$ cat src/core/ascr_map.vh
// register offsets, field positions, reset values and timing counts for the config block
`ifndef ASCR_MAP_VH
`define ASCR_MAP_VH
`define ASCR_ADDR_PWR        5'h00
`define ASCR_ADDR_CLKGAIN    5'h04
`define ASCR_ADDR_PATFMT     5'h0A
`define ASCR_ADDR_CUSTLO     5'h0B
`define ASCR_ADDR_FINEGAIN   5'h0C
`define ASCR_ADDR_IFACE      5'h0D
`define ASCR_ADDR_CLKDRV     5'h10
`define ASCR_ADDR_DATTERM    5'h11
`define ASCR_REG_RESET       11'h000
`define ASCR_BIT_SOFT_RESET  10
`define ASCR_BIT_OVERRIDE    10
`define ASCR_BIT_FORMAT      9
`define ASCR_WORD_BITS       16
`define ASCR_ADDR_BITS       5
`define ASCR_DATA_BITS       11
`define ASCR_CLK_PERIOD_NS   100
`define ASCR_EFFECT_NS       100
`define ASCR_RST_PULSE_NS    10
// longest time rounds down, never below one cycle
`define ASCR_EFFECT_CYC      ((`ASCR_EFFECT_NS / `ASCR_CLK_PERIOD_NS) < 1 ? 1 : \
                              (`ASCR_EFFECT_NS / `ASCR_CLK_PERIOD_NS))
// strap levels, as delivered by the level comparator: 0 gnd, 1 3/6, 2 5/6, 3 full
`define ASCR_LVL_GND         2'h0
`define ASCR_LVL_MID         2'h1
`define ASCR_LVL_HIGH        2'h2
`define ASCR_LVL_FULL        2'h3
`endif

$ cat src/core/ascr_sync.v
// two flip-flop synchroniser for a single asynchronous level
module ascr_sync (
    clk,
    rst_n,
    din,
    dout
);
    input  wire clk;
    input  wire rst_n;
    input  wire din;
    output wire dout;

    reg meta_ff;
    reg sync_ff;

    // first stage read only by the second
    always @(posedge clk or negedge rst_n)
    begin
        if (!rst_n)
        begin
            meta_ff <= 1'b0;
            sync_ff <= 1'b0;
        end
        else
        begin
            meta_ff <= din;
            sync_ff <= meta_ff;
        end
    end

    assign dout = sync_ff;
endmodule // ascr_sync

$ cat src/core/ascr_top.v
// serial configuration register bank of a quad-channel converter
// Functional notes
// - shifting accepted only while select is low
// - data sampled on each falling shift clock
// - sixteenth falling edge loads addressed register
// - leftover bits after last word are dropped
// - several words per select-low period allowed
// - five address bits then eleven data bits
// - write takes effect about 100 ns later; here outputs follow two clock cycles (200 ns) after the register load
// - reset pulse above 10 ns clears registers; here a pulse shorter than a clock period may be missed
// - soft reset bit clears all, self-clears
// - every register bit reads zero after reset
// - global and per-channel power down bits
// - clock buffer gain code decode
// - test pattern field selects output pattern
// - format bit: twos complement or binary
// - custom pattern msb from fine-gain register
// - fine gain in 1 dB steps to 6
// - lane count and ddr/sdr selection
// - override bit lets register beat straps
// - straps configure device after power-up
// - strap one decodes lanes and bit clock
// - strap two decodes serialization and edge
// - strap four decodes bit order and format
`include "ascr_map.vh"
module ascr_top (
    clk,
    resetn,
    hw_reset,
    serial_select_low,
    serial_shift_clk,
    serial_input_line,
    power_down_pin,
    strap_pin_one,
    strap_pin_two,
    strap_pin_four,
    global_power_down,
    channel_power_down,
    external_reference,
    clock_buffer_gain,
    gain_code_valid,
    test_pattern,
    output_number_format,
    custom_pattern,
    fine_gain_db,
    two_wire,
    sdr_bit_clock,
    serialize_14x,
    capture_rising,
    lsb_first,
    coarse_gain,
    bit_wise,
    clock_drive_cfg,
    data_term_cfg
);
    input  wire        clk;
    input  wire        resetn;
    input  wire        hw_reset;
    input  wire        serial_select_low;
    input  wire        serial_shift_clk;
    input  wire        serial_input_line;
    input  wire        power_down_pin;
    input  wire [1:0]  strap_pin_one;
    input  wire [1:0]  strap_pin_two;
    input  wire [1:0]  strap_pin_four;
    output reg         global_power_down;
    output reg  [3:0]  channel_power_down;
    output reg         external_reference;
    output reg  [2:0]  clock_buffer_gain;
    output reg         gain_code_valid;
    output reg  [2:0]  test_pattern;
    output reg         output_number_format;
    output reg  [11:0] custom_pattern;
    output reg  [2:0]  fine_gain_db;
    output reg         two_wire;
    output reg         sdr_bit_clock;
    output reg         serialize_14x;
    output reg         capture_rising;
    output reg         lsb_first;
    output reg         coarse_gain;
    output reg         bit_wise;
    output reg  [10:0] clock_drive_cfg;
    output reg  [10:0] data_term_cfg;

    localparam integer EFFECT_CYC_I = `ASCR_EFFECT_CYC;
    localparam [3:0]   EFFECT_CYC   = EFFECT_CYC_I[3:0];

    // gain code to gain step; invalid codes flagged
    function [3:0] gain_decode;
        input [4:0] code;
        begin
            case (code)
                5'h18:   gain_decode = 4'h8;
                5'h00:   gain_decode = 4'h9;
                5'h0C:   gain_decode = 4'hA;
                5'h0A:   gain_decode = 4'hB;
                5'h09:   gain_decode = 4'hC;
                5'h08:   gain_decode = 4'hD;
                default: gain_decode = 4'h1;
            endcase
        end
    endfunction

    // reset release through two flops
    reg rst_meta_ff;
    reg rst_n_ff;
    always @(posedge clk or negedge resetn)
    begin
        if (!resetn)
        begin
            rst_meta_ff <= 1'b0;
            rst_n_ff    <= 1'b0;
        end
        else
        begin
            rst_meta_ff <= 1'b1;
            rst_n_ff    <= rst_meta_ff;
        end
    end

    // pin inputs synchronised before any logic
    wire sel_low_s;
    wire sck_s;
    wire sdi_s;
    wire hwr_s;
    wire pdn_s;
    wire [5:0] strap_s;
    ascr_sync u_sel (.clk(clk), .rst_n(rst_n_ff), .din(serial_select_low), .dout(sel_low_s));
    ascr_sync u_sck (.clk(clk), .rst_n(rst_n_ff), .din(serial_shift_clk), .dout(sck_s));
    ascr_sync u_sdi (.clk(clk), .rst_n(rst_n_ff), .din(serial_input_line), .dout(sdi_s));
    ascr_sync u_hwr (.clk(clk), .rst_n(rst_n_ff), .din(hw_reset), .dout(hwr_s));
    ascr_sync u_pdn (.clk(clk), .rst_n(rst_n_ff), .din(power_down_pin), .dout(pdn_s));
    ascr_sync u_s10 (.clk(clk), .rst_n(rst_n_ff), .din(strap_pin_one[0]), .dout(strap_s[0]));
    ascr_sync u_s11 (.clk(clk), .rst_n(rst_n_ff), .din(strap_pin_one[1]), .dout(strap_s[1]));
    ascr_sync u_s20 (.clk(clk), .rst_n(rst_n_ff), .din(strap_pin_two[0]), .dout(strap_s[2]));
    ascr_sync u_s21 (.clk(clk), .rst_n(rst_n_ff), .din(strap_pin_two[1]), .dout(strap_s[3]));
    ascr_sync u_s40 (.clk(clk), .rst_n(rst_n_ff), .din(strap_pin_four[0]), .dout(strap_s[4]));
    ascr_sync u_s41 (.clk(clk), .rst_n(rst_n_ff), .din(strap_pin_four[1]), .dout(strap_s[5]));

    // falling edge detect on the synchronised shift clock
    reg sck_d_ff;
    always @(posedge clk or negedge rst_n_ff)
    begin
        if (!rst_n_ff)
            sck_d_ff <= 1'b0;
        else
            sck_d_ff <= sck_s;
    end
    wire sck_fall = sck_d_ff & ~sck_s & ~sel_low_s;

    // shift register and bit counter
    reg  [15:0] shift_ff;
    reg  [3:0]  bitcnt_ff;
    reg  [15:0] nxt_shift;
    reg  [3:0]  nxt_bitcnt;
    reg         word_done;
    always @*
    begin
        nxt_shift  = shift_ff;
        nxt_bitcnt = bitcnt_ff;
        word_done  = 1'b0;
        if (sel_low_s)
            nxt_bitcnt = 4'h0; // partial word discarded on deselect
        else if (sck_fall)
        begin
            nxt_shift  = {shift_ff[14:0], sdi_s};
            nxt_bitcnt = bitcnt_ff + 4'h1;
            word_done  = (bitcnt_ff == 4'hF);
        end
    end
    always @(posedge clk or negedge rst_n_ff)
    begin
        if (!rst_n_ff)
        begin
            shift_ff  <= 16'h0000;
            bitcnt_ff <= 4'h0;
        end
        else
        begin
            shift_ff  <= nxt_shift;
            bitcnt_ff <= nxt_bitcnt;
        end
    end

    // a completed word: address high, data low
    wire [4:0]  w_addr = nxt_shift[15:11];
    wire [10:0] w_data = nxt_shift[10:0];

    // register file; hw pulse or soft reset bit clears all
    reg  [10:0] reg_pwr_ff;
    reg  [10:0] reg_clkgain_ff;
    reg  [10:0] reg_patfmt_ff;
    reg  [10:0] reg_custlo_ff;
    reg  [10:0] reg_fine_ff;
    reg  [10:0] reg_iface_ff;
    reg  [10:0] reg_clkdrv_ff;
    reg  [10:0] reg_datterm_ff;
    // hw reset sampled at 100 ns; the 10 ns minimum is below one cycle, so a
    // pulse shorter than a clock period may be missed
    wire soft_rst = word_done && (w_addr == `ASCR_ADDR_PWR) && w_data[`ASCR_BIT_SOFT_RESET];
    wire clear_all = hwr_s | soft_rst;
    always @(posedge clk or negedge rst_n_ff)
    begin
        if (!rst_n_ff)
        begin
            reg_pwr_ff     <= `ASCR_REG_RESET;
            reg_clkgain_ff <= `ASCR_REG_RESET;
            reg_patfmt_ff  <= `ASCR_REG_RESET;
            reg_custlo_ff  <= `ASCR_REG_RESET;
            reg_fine_ff    <= `ASCR_REG_RESET;
            reg_iface_ff   <= `ASCR_REG_RESET;
            reg_clkdrv_ff  <= `ASCR_REG_RESET;
            reg_datterm_ff <= `ASCR_REG_RESET;
        end
        else if (clear_all)
        begin
            // soft reset bit never stored, so it reads back zero
            reg_pwr_ff     <= `ASCR_REG_RESET;
            reg_clkgain_ff <= `ASCR_REG_RESET;
            reg_patfmt_ff  <= `ASCR_REG_RESET;
            reg_custlo_ff  <= `ASCR_REG_RESET;
            reg_fine_ff    <= `ASCR_REG_RESET;
            reg_iface_ff   <= `ASCR_REG_RESET;
            reg_clkdrv_ff  <= `ASCR_REG_RESET;
            reg_datterm_ff <= `ASCR_REG_RESET;
        end
        else if (word_done)
        begin
            // unknown addresses are dropped silently
            case (w_addr)
                `ASCR_ADDR_PWR:      reg_pwr_ff     <= w_data;
                `ASCR_ADDR_CLKGAIN:  reg_clkgain_ff <= w_data;
                `ASCR_ADDR_PATFMT:   reg_patfmt_ff  <= w_data;
                `ASCR_ADDR_CUSTLO:   reg_custlo_ff  <= w_data;
                `ASCR_ADDR_FINEGAIN: reg_fine_ff    <= w_data;
                `ASCR_ADDR_IFACE:    reg_iface_ff   <= w_data;
                `ASCR_ADDR_CLKDRV:   reg_clkdrv_ff  <= w_data;
                `ASCR_ADDR_DATTERM:  reg_datterm_ff <= w_data;
                default:             reg_pwr_ff     <= reg_pwr_ff;
            endcase
        end
    end

    // strap capture once after reset release
    reg        strap_done_ff;
    reg [1:0]  settle_ff;
    reg [5:0]  strap_ff;
    always @(posedge clk or negedge rst_n_ff)
    begin
        if (!rst_n_ff)
        begin
            strap_done_ff <= 1'b0;
            settle_ff     <= 2'h0;
            strap_ff      <= 6'h00;
        end
        else if (!strap_done_ff)
        begin
            // wait for synchronisers to fill before latching
            settle_ff <= settle_ff + 2'h1;
            if (settle_ff == 2'h3)
            begin
                strap_ff      <= strap_s;
                strap_done_ff <= 1'b1;
            end
        end
    end

    // effect delay: outputs follow the registers after the write settles
    reg [3:0] effect_cnt_ff;
    reg       apply_ff;
    always @(posedge clk or negedge rst_n_ff)
    begin
        if (!rst_n_ff)
        begin
            effect_cnt_ff <= 4'h0;
            apply_ff      <= 1'b1;
        end
        else if (word_done | hwr_s)
        begin
            effect_cnt_ff <= EFFECT_CYC;
            apply_ff      <= 1'b0;
        end
        else if (effect_cnt_ff > 4'h1)
            effect_cnt_ff <= effect_cnt_ff - 4'h1;
        else
        begin
            effect_cnt_ff <= 4'h0;
            apply_ff      <= 1'b1;
        end
    end

    // strap decode by level code, so on strap one the unused mid level falls to the ground meaning
    wire [1:0] lvl1   = strap_ff[1:0];
    wire [1:0] lvl2   = strap_ff[3:2];
    wire [1:0] lvl4   = strap_ff[5:4];
    wire       s_two  = (lvl1 == `ASCR_LVL_HIGH) | (lvl1 == `ASCR_LVL_FULL);
    wire       s_sdr  = (lvl1 == `ASCR_LVL_HIGH);
    wire       s_14x  = (lvl2 == `ASCR_LVL_MID) | (lvl2 == `ASCR_LVL_HIGH);
    wire       s_rise = (lvl2 == `ASCR_LVL_HIGH) | (lvl2 == `ASCR_LVL_FULL);
    wire       s_lsb  = (lvl4 == `ASCR_LVL_HIGH) | (lvl4 == `ASCR_LVL_FULL);
    wire       s_bin  = (lvl4 == `ASCR_LVL_MID) | (lvl4 == `ASCR_LVL_HIGH);

    wire       ovrd = reg_iface_ff[`ASCR_BIT_OVERRIDE];
    wire [3:0] gdec = gain_decode(reg_clkgain_ff[6:2]);

    // outputs registered, updated only once the write has settled
    always @(posedge clk or negedge rst_n_ff)
    begin
        if (!rst_n_ff)
        begin
            global_power_down    <= 1'b0;
            channel_power_down   <= 4'h0;
            external_reference   <= 1'b0;
            clock_buffer_gain    <= 3'h1;
            gain_code_valid      <= 1'b1;
            test_pattern         <= 3'h0;
            output_number_format <= 1'b0;
            custom_pattern       <= 12'h000;
            fine_gain_db         <= 3'h0;
            two_wire             <= 1'b0;
            sdr_bit_clock        <= 1'b0;
            serialize_14x        <= 1'b0;
            capture_rising       <= 1'b0;
            lsb_first            <= 1'b0;
            coarse_gain          <= 1'b0;
            bit_wise             <= 1'b0;
            clock_drive_cfg      <= 11'h000;
            data_term_cfg        <= 11'h000;
        end
        else if (apply_ff)
        begin
            global_power_down    <= pdn_s | reg_pwr_ff[0];
            channel_power_down   <= reg_pwr_ff[4:1];
            external_reference   <= reg_pwr_ff[5];
            clock_buffer_gain    <= gdec[2:0];
            gain_code_valid      <= gdec[3];
            test_pattern         <= reg_patfmt_ff[7:5];
            custom_pattern       <= {reg_fine_ff[0], reg_custlo_ff};
            fine_gain_db         <= reg_fine_ff[10:8];
            clock_drive_cfg      <= reg_clkdrv_ff;
            data_term_cfg        <= reg_datterm_ff;
            if (ovrd)
            begin
                two_wire             <= reg_iface_ff[0];
                sdr_bit_clock        <= reg_iface_ff[0] & reg_iface_ff[1];
                serialize_14x        <= reg_iface_ff[2];
                capture_rising       <= reg_iface_ff[4];
                coarse_gain          <= reg_iface_ff[5];
                lsb_first            <= reg_iface_ff[6];
                bit_wise             <= reg_iface_ff[7];
                output_number_format <= reg_patfmt_ff[`ASCR_BIT_FORMAT];
            end
            else
            begin
                two_wire             <= s_two;
                sdr_bit_clock        <= s_sdr;
                serialize_14x        <= s_14x;
                capture_rising       <= s_rise;
                coarse_gain          <= 1'b0;
                lsb_first            <= s_lsb;
                bit_wise             <= 1'b0;
                output_number_format <= reg_patfmt_ff[`ASCR_BIT_FORMAT] | s_bin;
            end
        end
    end
endmodule // ascr_top

$ cat config.mk
export PLATFORM = sky130hd
export DESIGN_NAME = ascr_top
export DESIGN_NICKNAME = d
export VERILOG_FILES = /design/src/core/ascr_sync.v /design/src/core/ascr_top.v
export VERILOG_INCLUDE_DIRS = /design/src /design/src/core
export SDC_FILE = /design/constraint.sdc
export NUM_CORES = 1
export LEC_CHECK = 0
export ABC_CLOCK_PERIOD_IN_PS = 5700
export BUFFER_PORTS_ARGS = -buffer_cell sky130_fd_sc_hd__buf_4
export CELL_PAD_IN_SITES_DETAIL_PLACEMENT = 1
export CELL_PAD_IN_SITES_GLOBAL_PLACEMENT = 1
export CORE_MARGIN = 10
export CORE_UTILIZATION = 38
export CTS_BUF_LIST = sky130_fd_sc_hd__clkbuf_8
export CTS_CLUSTER_DIAMETER = 40
export CTS_CLUSTER_SIZE = 28
export DETAILED_ROUTE_END_ITERATION = 10
export GPL_TIMING_DRIVEN = 0
export PLACE_DENSITY = 0.69
export SYNTH_ARGS = -nofsm -noshare
export SYNTH_HDL_FRONTEND = slang
export SYNTH_HIERARCHICAL = 1
export SYNTH_SLANG_ARGS = --single-unit
$ cat constraint.sdc
create_clock -name clk -period 5.7 [get_ports clk]
set_clock_uncertainty 0.2 [all_clocks]
set_input_delay 0.285 -clock clk [delete_from_list [all_inputs] [get_ports clk]]
set_output_delay 0.285 -clock clk [all_outputs]
set_load 0.02 [all_outputs]
==> qor.yml <==
detailed_routing:
  avgViaCountPerCell: 5.13
  drtAntennaViolNets: 0
  wl_per_cell_um: 18.8
  drc: 0
  drt_pass1_iterations: 4
  postRouteWirelength_um: 17000
  drt-initial-drc-count: 179
  vias: 4639
clock_network:
  cts_sinks: 177
  cts_hold_buf: 13
  cts_tree: "yes"
  cts.repair.resized: 0
  path_clk_slew_ns: 0.10
  clock-root-buffer: "clkbuf_8"
  cts_setup_buffers: 0
  cts_htree_levels: 4
  cts.path.max_buffers: 2
  cts_buffers: 17
  clk-insertion-delay-late_ns: 0.46
logic_synthesis:
  post-synth-top-count-cell: "dfrtp_1"
  synth_compound_area_frac: 0.0892
  yosysTopAreaCell: "dfrtp_1"
  synth-adder-area-share: 0.0157
  syn_inst: 559
  syn_avg_cell_area_um2: 12.5
  synth_top_family_by_area: "simple AND/OR/NAND/NOR gates"
  synthMuxAreaShare: 0.110
  synth_nets: 580
  yosys_warnings: 6
  synth-edff-count: 0
  synth-xor-area-share: 0.0100
  synth_top_cell_area_share: 0.622
  syn_area_um2: 7000
  ys_async_sr_fraction: 1.00
  synth-main-ff-cell: "dfrtp_1"
  synth_common_cells: "dfrtp_1 (174), mux2_2 (53), nor2_1 (44)"
  synth_simple_gate_area_frac: 0.111
  synth.area.top_cells: "dfrtp_1 (62%), mux2_2 (8.5%), a22o_1 (4.5%)"
  synth_cell_types: 49
  ys_seq_area_frac: 0.633
  synth_seq_cells: 177
pwr:
  seqPwrFrac: 0.523
  p_leak_nw: 4.01
  cellPowerDensity_nw_per_um2: 309
  power_frac_comb: 0.132
  p_int_mw: 1.87
  switching_power_uw: 728
  clockPowerShare: 0.345
  finalPower_mw: 2.60
  switching_share: 0.280
  ir_worst_vdd_uv: 146
setup_path:
  worstPathMaxFanout: 10
  worstPathCellList: "buf_2 -> nand4b_1 -> nor2_1 -> nor2_1 -> clkbuf_1 -> nor2_1 -> a22o_1"
  path_class: "reg2reg"
  crit_arrival_ns: 2.83
  crit_path_end_kind: "flop"
  crit_path_frequent_cell: "nor2_1"
  critPathSlowestCell: "nor2_1"
  crit_buf_inv: 2
  cp_top_family: "simple AND/OR/NAND/NOR gates"
  startpoint_type: "flop"
  max_stage_delay_ns: 0.54
  required_ns: 5.90
sta:
  maxClockFrequency_ghz: 0.380
  slew_headroom: 0.357
  fin_crit_sh: 0.462
  setup_viol: 0
  worst_pin_slew_ns: 0.965
  finalHoldViolations: 0
  grt_setup_unrepaired: "false"
  setup_ws_ns: 3.07
  holdWs_ns: 0.108
  fin_crit_ns: 2.63
  slew_violations: 0
floorplan:
  rows: 49
  fp.dieW_um: 156
  core_um2: 18000
  ios: 71
  dieArea_um2: 24200
  fp.dieH_um: 156
  start_util: 0.388
cells_and_area:
  drive_gt1_frac: 0.266
  final_nets: 684
  fin_util: 0.467
  syn_to_final_growth_pct: 20.3
  antenna_cells: 0
  fill_cells: 1918
placed_design:
  finalWeightedCongestion: 0.841
  pre_cts_ws_ns: 3.10
  hpwlAfterDp_um: 12300
  numPortBuffers: 70
grt:
  track_usage: 0.143
  grt_pass1_wl_um: 27700
  grt_remaining_overflow: 0
  antenna_found_initial: 0
  grt_pass1_vias: 5115
  grt_max_degree: 72
hold_path:
  hold_class: "reg2async"
flow_run:
  cap_violations: 0
outcome:
  status: "finished clean"
==> cells in the final DEF, fill, tap and decap left out, types with 4 or more instances in the layout <==
master           n
xnor2_1          4
nor2_1          44
o21ai_0         13
nor3_1           9
xor2_1           4
nand2_1         39
dfrtp_1        173
clkbuf_8        21
nand2b_1         5
a22o_1          36
buf_2            7
buf_1            5
ha_1             8
mux2_2          53
or3_1           17
nand3_1          4
inv_1           21
clkbuf_1        18
mux2i_1         17
buf_4           71
dlygate4sd3_1   13
a21oi_1         28
==> state kept, by name, indices dropped and copies added (netlist names), 6 cells and up <==
signal           flops
clock_drive_cfg     11
custom_pattern      12
data_term_cfg       11
reg_clkdrv_ff       11
reg_custlo_ff       11
reg_datterm_ff      11
reg_iface_ff         8
reg_pwr_ff           6
shift_ff            16
strap_ff             6
==> power by group through the flow <==
stage / registers, mW / clock network [mW] / logic [mW]
2_1_floorplan: 1.41 / 0 / 0.170
3_3_place_gp: 1.40 / 0 / 0.305
3_5_place_dp: 1.39 / 0 / 0.343
4_1_cts: 1.36 / 0.924 / 0.351
5_1_grt: 1.37 / 0.971 / 0.376
6_report: 1.36 / 0.897 / 0.344
==> metrics by stage <==
step | setup TNS [ns] | cells | cell area [µm²]
floorplan | 0 | 559 | 7000
detailed placement | 0 | 860 | 7870
global placement | -251.55 | 858 | 7810
finish | 0 | 905 | 8420
global route | 0 | 905 | 8420
CTS | 0 | 905 | 8420
==> final cells by class <==
| class | count | area (µm²) | share of cell area |
|---|---|---|---|
| buffer | 32 | 134 | 0.0159 |
| clock buffer | 21 | 289 | 0.0343 |
| clock inverter | 11 | 128 | 0.0152 |
| inverter | 21 | 78.8 | 0.00937 |
| multi-input combinational | 329 | 2350 | 0.280 |
| sequential | 177 | 4440 | 0.527 |
| tap | 229 | 287 | 0.0340 |
| timing repair buffer | 85 | 711 | 0.0844 |
==> per-layer routing <==
metal / global-route usage / up-vias / routed length (µm)
met5: 0 / - / 0
met1: 0.176 / 2383 / 7460
met2: 0.238 / 83 / 8490
met3: 0.0383 / 25 / 791
li1: - / 2148 / -
met4: 0.0459 / 0 / 280
==> cells by family (layout without fill, tap and decap cells) <==
logic type	count (synthesis)	in the layout
AO/OA/AOI/OAI	91	91
XOR/XNOR	8	8
adder cells (fa/ha/maj)	9	9
buffers and inverters	53	170
flip-flops	177	177
multiplexers	70	70
other	1	1
AND/OR/NAND/NOR	150	150
==> worst reg2reg max path, cell delays in order (launching register included) <==
cell and delay [ns]:
dfrtp_1 0.36, buf_2 0.16, nand4b_1 0.30, nor2_1 0.30, nor2_1 0.19, clkbuf_1 0.26
nor2_1 0.54, a22o_1 0.26
==> path summary, 6_finish.rpt <==
check	depth (start not counted)	slack (ns)	start	to
worst max register to register	7	3.07	u_sel/dout	reg_patfmt_ff[5]
min in group clk	0	0.15	u_s20/meta_ff	u_s20/dout
worst max-delay path	7	3.07	u_sel/dout	reg_patfmt_ff[5]
worst min-delay path	0	0.11	rst_n_ff	bitcnt_ff[3]
max in group asynchronous	2	4.11	rst_n_ff	effect_cnt_ff[0]
worst min register to register	0	0.11	rst_n_ff	bitcnt_ff[3]
(Power assumes the default switching activity.)
